### config.mk
export PLATFORM = sky130hd
export DESIGN_NAME = mcu_alu
export DESIGN_NICKNAME = d
export VERILOG_FILES = /design/src/rtl/mcu_alu_pkg.sv /design/src/rtl/mcu_alu.sv
export SDC_FILE = /design/constraint.sdc
export NUM_CORES = 2
export LEC_CHECK = 0
export BUFFER_PORTS_ARGS = -buffer_cell sky130_fd_sc_hd__buf_2
export CAP_MARGIN = 5
export CORE_MARGIN = 1.5
export CORE_UTILIZATION = 28
export CTS_CLUSTER_DIAMETER = 50
export DETAILED_ROUTE_END_ITERATION = 8
export HOLD_SLACK_MARGIN = 0.1
export PLACE_DENSITY_LB_ADDON = 0.08
export SYNTH_ARGS = -nofsm -noshare
export SYNTH_HDL_FRONTEND = slang
export SYNTH_SLANG_ARGS = --single-unit
### constraint.sdc
create_clock -name pclk -period 12.2 [get_ports pclk]
set_input_delay 1.83 -clock pclk [delete_from_list [all_inputs] [get_ports pclk]]
set_output_delay 1.83 -clock pclk [all_outputs]
set_load 0.01 [all_outputs]
### src/rtl/mcu_alu_pkg.sv
// constants shared by the instruction-subset datapath
`default_nettype none
package mcu_alu_pkg;
    // apb byte offsets
    localparam logic [11:0] OFS_INSTR  = 12'h000;
    localparam logic [11:0] OFS_ACC    = 12'h004;
    localparam logic [11:0] OFS_STATUS = 12'h008;
    localparam logic [11:0] OFS_WDOG   = 12'h00C;
    localparam logic [11:0] OFS_WAKE   = 12'h010;
    // file window: paddr[11:9] == 1 selects byte f = paddr[8:2]
    localparam logic [2:0]  FILE_SEL   = 3'h1;
    localparam int          WIN_LSB    = 9;
    localparam int          FA_LSB     = 2;
    // instruction word fields
    localparam int          INS_OP_LSB = 0;
    localparam int          INS_D_BIT  = 3;
    localparam int          INS_F_LSB  = 4;
    localparam int          INS_K_LSB  = 16;
    // opcodes
    localparam logic [2:0]  OPC_SLEEP  = 3'h0;
    localparam logic [2:0]  OPC_SUBLIT = 3'h1;
    localparam logic [2:0]  OPC_SUBF   = 3'h2;
    localparam logic [2:0]  OPC_RRC    = 3'h3;
    localparam logic [2:0]  OPC_SWAP   = 3'h4;
    localparam logic [2:0]  OPC_XORLIT = 3'h5;
    localparam logic [2:0]  OPC_XORF   = 3'h6;
    // status bit positions
    localparam int          ST_C       = 0;
    localparam int          ST_DC      = 1;
    localparam int          ST_Z       = 2;
    localparam int          ST_PD      = 3;
    localparam int          ST_TO      = 4;
    localparam int          ST_SLP     = 5;
    // watchdog bits in its register
    localparam int          WD_CNT_LSB = 0;
    localparam int          WD_PRE_LSB = 8;
    // reset and clear values
    localparam logic [7:0]  WDT_CLEAR  = 8'h00;
    localparam logic [7:0]  PRE_CLEAR  = 8'h00;
    localparam logic [7:0]  BYTE_ZERO  = 8'h00;
    localparam logic [7:0]  BYTE_ONE   = 8'h01;
    localparam logic        PD_RST     = 1'b1;
    localparam logic        TO_RST     = 1'b1;
    localparam logic [31:0] WORD_ZERO  = 32'h0000_0000;
    // core power state
    typedef enum logic {ST_RUN, ST_SLEEP} mcu_alu_state_type;
endpackage
`default_nettype wire

### src/rtl/mcu_alu.sv
// instruction-subset datapath of an 8-bit core with apb access
`default_nettype none
module mcu_alu
    import mcu_alu_pkg::*;
(
    input  wire logic        pclk,
    input  wire logic        presetn,
    input  wire logic        psel,
    input  wire logic        penable,
    input  wire logic        pwrite,
    input  wire logic [11:0] paddr,
    input  wire logic [31:0] pwdata,
    output logic      [31:0] prdata,
    output logic             pready,
    output logic             pslverr,
    output logic             osc_run,
    output logic             sleep_active
);

    // subtract b from a: {half carry, carry, result}, carry = no borrow
    function automatic logic [9:0] sub8(input logic [7:0] a,
                                        input logic [7:0] b);
        logic [8:0] full;
        logic [4:0] low;
        full = {1'b0, a} + {1'b0, ~b} + 9'h001;
        low  = {1'b0, a[3:0]} + {1'b0, ~b[3:0]} + 5'h01;
        return {low[4], full[8], full[7:0]};
    endfunction

    // zero test on an 8-bit result
    function automatic logic is_zero(input logic [7:0] v);
        return v == BYTE_ZERO;
    endfunction

    mcu_alu_state_type state_r, state_nxt;
    logic [7:0]  acc_r, acc_nxt;
    logic        c_r, c_nxt;
    logic        dc_r, dc_nxt;
    logic        z_r, z_nxt;
    logic        pd_r, pd_nxt;
    logic        to_r, to_nxt;
    logic [7:0]  wdt_r, wdt_nxt;
    logic [7:0]  pre_r, pre_nxt;
    logic [31:0] prdata_r, prdata_nxt;
    logic        pready_r, pready_nxt;
    logic        pslverr_r, pslverr_nxt;
    logic        osc_r, osc_nxt;
    logic [7:0]  file_mem [128];
    logic        mem_we;
    logic [6:0]  mem_wa;
    logic [7:0]  mem_wd;

    // bus phase and decoded request
    logic        setup;
    logic        commit;
    logic        wr;
    logic        in_win;
    logic        mapped;
    logic [6:0]  bus_f;
    logic [2:0]  op;
    logic        dest;
    logic [6:0]  ins_f;
    logic [7:0]  lit;
    logic [7:0]  fval;
    logic [9:0]  diff;
    logic [7:0]  res;
    logic [31:0] status_word;

    assign setup  = psel & ~penable;
    assign commit = psel & penable & pready_r;
    assign wr     = commit & pwrite;
    assign in_win = paddr[11:WIN_LSB] == FILE_SEL;
    assign bus_f  = paddr[FA_LSB +: 7];
    assign mapped = in_win | paddr == OFS_INSTR | paddr == OFS_ACC
                  | paddr == OFS_STATUS | paddr == OFS_WDOG
                  | paddr == OFS_WAKE;
    assign op     = pwdata[INS_OP_LSB +: 3];
    assign dest   = pwdata[INS_D_BIT];
    assign ins_f  = pwdata[INS_F_LSB +: 7];
    assign lit    = pwdata[INS_K_LSB +: 8];
    assign fval   = file_mem[ins_f];

    // status word as software sees it
    always_comb begin
        status_word         = WORD_ZERO;
        status_word[ST_C]   = c_r;
        status_word[ST_DC]  = dc_r;
        status_word[ST_Z]   = z_r;
        status_word[ST_PD]  = pd_r;
        status_word[ST_TO]  = to_r;
        status_word[ST_SLP] = state_r == ST_SLEEP;
    end

    // bus handshake: answer registered in the setup cycle
    always_comb begin
        pready_nxt  = setup;
        pslverr_nxt = 1'b0;
        prdata_nxt  = prdata_r;
        if (setup) begin
            prdata_nxt  = WORD_ZERO;
            pslverr_nxt = ~mapped;
            // an instruction sent while asleep is refused
            if (pwrite && paddr == OFS_INSTR && state_r == ST_SLEEP) begin
                pslverr_nxt = 1'b1;
            end
            if (!pwrite && in_win) begin
                prdata_nxt[7:0] = file_mem[bus_f];
            end else if (!pwrite) begin
                case (paddr)
                    OFS_ACC:    prdata_nxt[7:0] = acc_r;
                    OFS_STATUS: prdata_nxt = status_word;
                    OFS_WDOG: begin
                        prdata_nxt[WD_CNT_LSB +: 8] = wdt_r;
                        prdata_nxt[WD_PRE_LSB +: 8] = pre_r;
                    end
                    default:    prdata_nxt = WORD_ZERO;
                endcase
            end
        end
    end

    // instruction execution, watchdog and power state
    always_comb begin
        state_nxt = state_r;
        acc_nxt   = acc_r;
        c_nxt     = c_r;
        dc_nxt    = dc_r;
        z_nxt     = z_r;
        pd_nxt    = pd_r;
        to_nxt    = to_r;
        wdt_nxt   = wdt_r;
        pre_nxt   = pre_r;
        osc_nxt   = state_r == ST_RUN;
        mem_we    = 1'b0;
        mem_wa    = bus_f;
        mem_wd    = pwdata[7:0];
        diff      = 10'h000;
        res       = BYTE_ZERO;
        // watchdog runs only while the oscillator runs
        if (state_r == ST_RUN) begin
            pre_nxt = pre_r + BYTE_ONE;
            // counter steps when the prescaler wraps from all ones
            if (&pre_r) begin
                wdt_nxt = wdt_r + BYTE_ONE;
            end
        end
        if (wr && in_win) begin
            mem_we = 1'b1;
        end else if (wr && paddr == OFS_ACC) begin
            acc_nxt = pwdata[7:0];
        end else if (wr && paddr == OFS_STATUS) begin
            c_nxt  = pwdata[ST_C];
            dc_nxt = pwdata[ST_DC];
            z_nxt  = pwdata[ST_Z];
        end else if (wr && paddr == OFS_WAKE) begin
            state_nxt = ST_RUN;
            osc_nxt   = 1'b1;
        end else if (wr && paddr == OFS_INSTR && state_r == ST_RUN) begin
            mem_wa = ins_f;
            // one-cycle commit at the accepting edge
            case (op)
                OPC_SLEEP: begin
                    wdt_nxt   = WDT_CLEAR;
                    pre_nxt   = PRE_CLEAR;
                    pd_nxt    = 1'b0;
                    to_nxt    = 1'b1;
                    state_nxt = ST_SLEEP;
                    osc_nxt   = 1'b0;
                end
                OPC_SUBLIT: begin
                    diff    = sub8(lit, acc_r);
                    acc_nxt = diff[7:0];
                    c_nxt   = diff[8];
                    dc_nxt  = diff[9];
                    z_nxt   = is_zero(diff[7:0]);
                end
                OPC_SUBF: begin
                    diff   = sub8(fval, acc_r);
                    res    = diff[7:0];
                    c_nxt  = diff[8];
                    dc_nxt = diff[9];
                    z_nxt  = is_zero(res);
                end
                OPC_RRC: begin
                    res   = {c_r, fval[7:1]};
                    c_nxt = fval[0];
                end
                OPC_SWAP: begin
                    res = {fval[3:0], fval[7:4]};
                end
                OPC_XORLIT: begin
                    acc_nxt = acc_r ^ lit;
                    z_nxt   = is_zero(acc_r ^ lit);
                end
                OPC_XORF: begin
                    res   = acc_r ^ fval;
                    z_nxt = is_zero(res);
                end
                default: begin
                    res = BYTE_ZERO;
                end
            endcase
            // destination select for the file-register forms
            if (op == OPC_SUBF || op == OPC_RRC || op == OPC_SWAP
                || op == OPC_XORF) begin
                if (dest) begin
                    mem_we = 1'b1;
                    mem_wd = res;
                end else begin
                    acc_nxt = res;
                end
            end
        end
    end

    // control and bus registers
    always_ff @(posedge pclk or negedge presetn) begin
        if (!presetn) begin
            state_r   <= ST_RUN;
            acc_r     <= BYTE_ZERO;
            c_r       <= 1'b0;
            dc_r      <= 1'b0;
            z_r       <= 1'b0;
            pd_r      <= PD_RST;
            to_r      <= TO_RST;
            wdt_r     <= WDT_CLEAR;
            pre_r     <= PRE_CLEAR;
            prdata_r  <= WORD_ZERO;
            pready_r  <= 1'b0;
            pslverr_r <= 1'b0;
            osc_r     <= 1'b1;
        end else begin
            state_r   <= state_nxt;
            acc_r     <= acc_nxt;
            c_r       <= c_nxt;
            dc_r      <= dc_nxt;
            z_r       <= z_nxt;
            pd_r      <= pd_nxt;
            to_r      <= to_nxt;
            wdt_r     <= wdt_nxt;
            pre_r     <= pre_nxt;
            prdata_r  <= prdata_nxt;
            pready_r  <= pready_nxt;
            pslverr_r <= pslverr_nxt;
            osc_r     <= osc_nxt;
        end
    end

    // file register array, no reset
    always_ff @(posedge pclk) begin
        if (mem_we) begin
            file_mem[mem_wa] <= mem_wd;
        end
    end

    assign prdata       = prdata_r;
    assign pready       = pready_r;
    assign pslverr      = pslverr_r;
    assign osc_run      = osc_r;
    assign sleep_active = state_r == ST_SLEEP;

endmodule // mcu_alu
`default_nettype wire

After elaboration in Yosys (flattened, before gate mapping) --
Memory sizes are Yosys's and may differ from the RTL's. Index checks and enable logic that the tools add are counted.
Operators by class: $add $sub $neg 10, equal/unequal tests 14, muxes and demuxes 72, bitwise gates (word level) 20, reduce and logical (&&, ||, !) cells 33
Operators with widths (number):
- 2-to-1 mux 8 bit | 30
- 2-to-1 mux 7 bit | 5
- zero test 8 bit | 4
- one-hot mux 8 bit (4 select lines) | 1
- 2-to-1 mux 1 bit | 29
- equality test 12 x 4 -> 1 bit, second input constant | 2
- 2-to-1 mux 24 bit | 1
- one-hot mux 8 bit (3 select lines) | 1
- AND reduction 5 bit | 4
- adder 8 x 8 -> 9 bit | 2
- adder 9 x 1 -> 9 bit, second input constant | 2
- adder 8 x 1 -> 8 bit, second input constant | 2
- 2-to-1 mux 16 bit | 1
- one-hot mux 8 bit (2 select lines) | 1
- XOR 8 bit | 2
- equality test 12 x 3 -> 1 bit, second input constant | 1
- equality test 12 x 5 -> 1 bit, second input constant | 1
- zero test 12 bit | 1
- adder 4 x 4 -> 5 bit | 2
- adder 5 x 1 -> 5 bit, second input constant | 2
- equality test 3 bit, second input constant | 3
- logical AND 1 bit | 9
- NOT 8 bit | 1
- AND reduction 8 bit | 1
- other kinds (19) | 41
Storage, ports and cells: flip-flop bits (word level) 64, RAM bits 1024, output and inout port bits 36, logic and storage cells 162, memories kept 1
Memories:
- file_mem | depth 128, bits a word 8, read ports 2, clocked after Yosys merged registers in 0, wr ports 1, RTL line mcu_alu.sv:48 | logic [7:0] file_mem [128];

Depth between registers and ports, before layout --
depth after elaboration 12, mapped depth 23, depth with buffers taken out 17

Worst setup path after synthesis --
No wires, ideal clock.
path kind input to register, from input port pwdata[5], to memory file_mem[0][2] (data pin), arrival time 9716 ps, path slack 1287 ps, cell stages on the path 19, cell sequence buf_2 > buf_2 > buf_2 > clkbuf_1 > mux4_2 > a22oi_1 > nand4_1 > mux2i_1 > o21a_1 > ha_1 > inv_1 > fa_1 > nor2_1 > xor2_1 > nor2_1 > a21oi_1 > nand3_1 > nor2_1 > o21ai_0
Between the ends: cells in the longest elaborated chain, start to end 11
Ends and longest elaborated chain:
- from (decl) | RTL line mcu_alu.sv:12 | input wire logic [31:0] pwdata,
- memory (128 x 8 bit) *
- adder 8 x 8 -> 9 bit | RTL line mcu_alu.sv:25 | full = {1'b0, a} + {1'b0, ~b} + 9'h001;
- adder 9 x 1 -> 9 bit | RTL line mcu_alu.sv:25
- one-hot mux 8 bit (4 select lines) * | RTL line mcu_alu.sv:161 | case (op)
- 2-to-1 mux 8 bit * | RTL line mcu_alu.sv:206 | if (dest) begin
- 2-to-1 mux 8 bit * | RTL line mcu_alu.sv:204 | if (op == OPC_SUBF || op == OPC_RRC || op == OPC_SWAP
- 2-to-1 mux 8 bit * | RTL line mcu_alu.sv:158 | end else if (wr && paddr == OFS_INSTR && state_r == ST_RUN) begin
- 2-to-1 mux 8 bit * | RTL line mcu_alu.sv:155 | end else if (wr && paddr == OFS_WAKE) begin
- 2-to-1 mux 8 bit * | RTL line mcu_alu.sv:151 | end else if (wr && paddr == OFS_STATUS) begin
- 2-to-1 mux 8 bit * | RTL line mcu_alu.sv:149 | end else if (wr && paddr == OFS_ACC) begin
- 2-to-1 mux 8 bit * | RTL line mcu_alu.sv:147 | if (wr && in_win) begin
- via mem_wd[2] | RTL line mcu_alu.sv:51 | logic [7:0] mem_wd;
- to (decl) | RTL line mcu_alu.sv:48
Mark *: on every way through the listed nets, which the timed path passes. The rest lies on a longest branch.

Final worst setup path --
from input port pwdata[5], to memory file_mem[17][7] (data pin)
The elaborated chain is that of the path after synthesis.

==> key figures <==
Status
  • Outcome: completed

Placed design
  • Post-DP Area: 55000 sq um
  • Final Wtd Congestion: 0.820
  • IO Port Bufs: 55
  • Detailed placement HPWL: 136000 um
  • Placed cell count: 5471

Timing
  • Fin. Hold Viols: 0
  • Measured slew at the worst slew-check pin: 1.32 ns
  • Period utilization: 0.675
  • Setup TNS: 0 ns
  • Worst slew margin: 0.110
  • Max Clk Rate: 121 MHz
  • Fin crit period: 8.24 ns
  • Count of final setup violators: 0
  • Max Slew Vio Count: 0
  • Hold WS: 0.485 ns
  • RSZ-0062 raised after global routing: no
  • Clk_skew: 0.0382 ns

Global routing
  • First-pass GRT wire length: 279000 um
  • GRT Total Usage: 0.217
  • Vias in the first global route: 33100
  • Largest net degree at the start of global routing: 121
  • Grt ovf: 0
  • Initial antenna violation count: 19

Synthesis
  • Post-synth top area share: 0.592
  • Synthesized flop and latch total: 1072
  • Avg Cell Area, Syn: 16.9 sq um
  • Main synth FF type: edfxtp_1
  • Total number of yosys warnings: 0
  • Post-synth EDFFs: 1024
  • Synth unique cells: 86
  • Post-synth ARST share: 0.0448
  • Synth area leader: edfxtp_1
  • Mapped Area: 51900 sq um
  • Synth Instances: 3075
  • Top cells by area, synth: edfxtp_1 59%, mux4_2 18%, mux2i_1 3.4%
  • Sequential area share after synthesis: 0.615

Clock network
  • Worst-path clk slew: 0.06 ns
  • CTS tree: built
  • Max Buffers Root-to-Sink: 3
  • H-tree depth: 4
  • Worst-Skew Late Latency: 0.81 ns
  • PostCTS Resize Cnt: 0
  • Clock root buffer: clkbuf_16
  • Setup Fix Bufs, Post-CTS: 0
  • Hold-fix buffers, CTS: 0
  • CTS buffer count: 151
  • Clock sink count: 1072

Floorplanning
  • Starting Density: 0.283
  • Ports: 85
  • Core Area: 184000 sq um
  • Die W: 434 um
  • DIE AREA: 188000 sq um
  • Num rows: 157
  • Die height: 434 um

Route
  • Drt wl/cell: 35.6 um
  • ANT nets after route: 0
  • Number of vias per cell: 5.53
  • # DRC: 0
  • Drt first pass iters: 6
  • Via count: 31800
  • Starting DRT DRC Count: 2932
  • Drt total wl: 204000 um

Critical path
  • Crit Path Class: in2reg
  • Crit. End Element: flop
  • Crit path DAT: 8.72 ns
  • Slowest stage delay, CP: 0.83 ns
  • Critical path peak fanout: 69
  • Crit. Startpoint: pwdata[5]
  • CP top delay family: buffers and inverters
  • CP Cell Sequence: buf_6 -> nor2b_2 -> buf_4 -> a22oi_1 -> o211ai_1 -> nand4_1 -> mux2i_1 -> mux2i_1 -> ha_1 -> a21o_1 -> a21oi_1 -> o21ai_0 -> a21o_1 -> a21oi_1 -> xor2_1 -> o31ai_1 -> mux2_4 -> buf_4
  • Crit path max-delay cell type: nor2b_2
  • RR Startpoint: file_mem[15][0]
  • CP required: 12.69 ns
  • CP Buf/Inv Count: 3
  • CP Launch Type: input port

Worst hold path
  • HP Start: pd_r
  • Worst Hold Class: reg2reg

Finish
  • Final instance area: 60100 sq um
  • Non-Filler Instances: 5747
  • Synthesis-to-layout area growth: 15.6%
  • Share of cells above drive strength 1: 0.273
  • Layout Nets: 3235

Run
  • Max-Cap Viols: 0

Power
  • PwrDens: 154 nW/um^2
  • Peak VDD IR: 0.149 mV
  • Reported leakage power: 19.2 nW
  • Final Power: 9.27 mW
placed cells by master (no fill, tap or decap), types with 60 or more instances in the layout:
master     count
edfxtp_1    1024
buf_4         99
clkbuf_16    156
o22ai_1       87
a22oi_1      125
nor2_1       205
a21oi_1       75
mux2i_1      174
mux4_2       420
a22o_1        60
nand2_1       77
logic make-up after synthesis:
kind of cell,Yosys count,share of synthesized area
flip-flops,1072,0.615
multiplexers,629,0.223
XOR/XNOR,28,0.00472
buffers and inverters,264,0.0286
AND/OR/NAND/NOR,517,0.0488
other,1,0.0000722
AO/OA/AOI/OAI,539,0.0732
adder cells (fa/ha/maj),25,0.00631
sequential cells by signal, indices dropped and copies added, names as in the netlist, 8 cells and up:
register and cells:
file_mem 1024, acc_r 8, prdata 16, pre_r 8, wdt_r 8
report_power, final:
part / switching [mW] / internal, mW
sequential: 0.0138 / 4.04
clock: 1.75 / 2.66
combinational: 0.541 / 0.266
total: 2.30 / 6.97
cells in the mapped netlist (10+ instances only):
cell type,instances
a21o_1,11
a21oi_1,78
a221oi_1,57
a22o_1,60
a22oi_1,125
a31oi_1,16
and2_1,10
buf_1,10
buf_2,61
buf_4,33
buf_6,22
buf_8,10
clkbuf_1,108
dfrtp_1,46
edfxtp_1,1024
ha_1,23
inv_1,17
mux2_2,34
mux2i_1,174
mux4_2,420
nand2_1,77
nand2b_1,20
nand3_1,50
nand4_1,19
nor2_1,209
nor2b_1,25
nor3_1,33
nor4_1,17
o21ai_0,39
o22ai_1,87
xnor2_1,14
xor2_1,14
routing by layer:
layer | share of wire | GRT usage
met1 | 0.42 | 0.287
met2 | 0.48 | 0.356
met3 | 0.060 | 0.0385
met4 | 0.035 | 0.0778
met5 | 0.00019 | 0
cell type report:
cell class                 instances  area (sq um)
fill                           17600        124000
sequential                      1072         32000
multi-input combinational       1754         18700
clock buffer                     171          3960
tap                             2464          3080
timing repair buffer             163          1240
clock inverter                    99          1030
inverter                          19          71.3
antenna                            5          12.5
final timing paths:
path	endpoint	slack (ns)	cells after the start
setup / recovery	file_mem[17][7]	3.96	18
hold / removal	pd_r	0.48	1
setup reg to reg	file_mem[22][4]	5.69	18
hold reg to reg	pd_r	0.48	1
max in group asynchronous	acc_r[1]	10.59	2
min in group asynchronous	osc_run	0.99	1
per-stage QoR:
stage / util / worst slack, ns
after global routing: 0.327 / 3.66
final: 0.327 / 3.96
after floorplan: - / 1.29
after CTS: 0.327 / 3.95
after global placement: 0.300 / 3.19
after detailed placement: 0.300 / 3.13
Power figures use the tool's default switching activity.
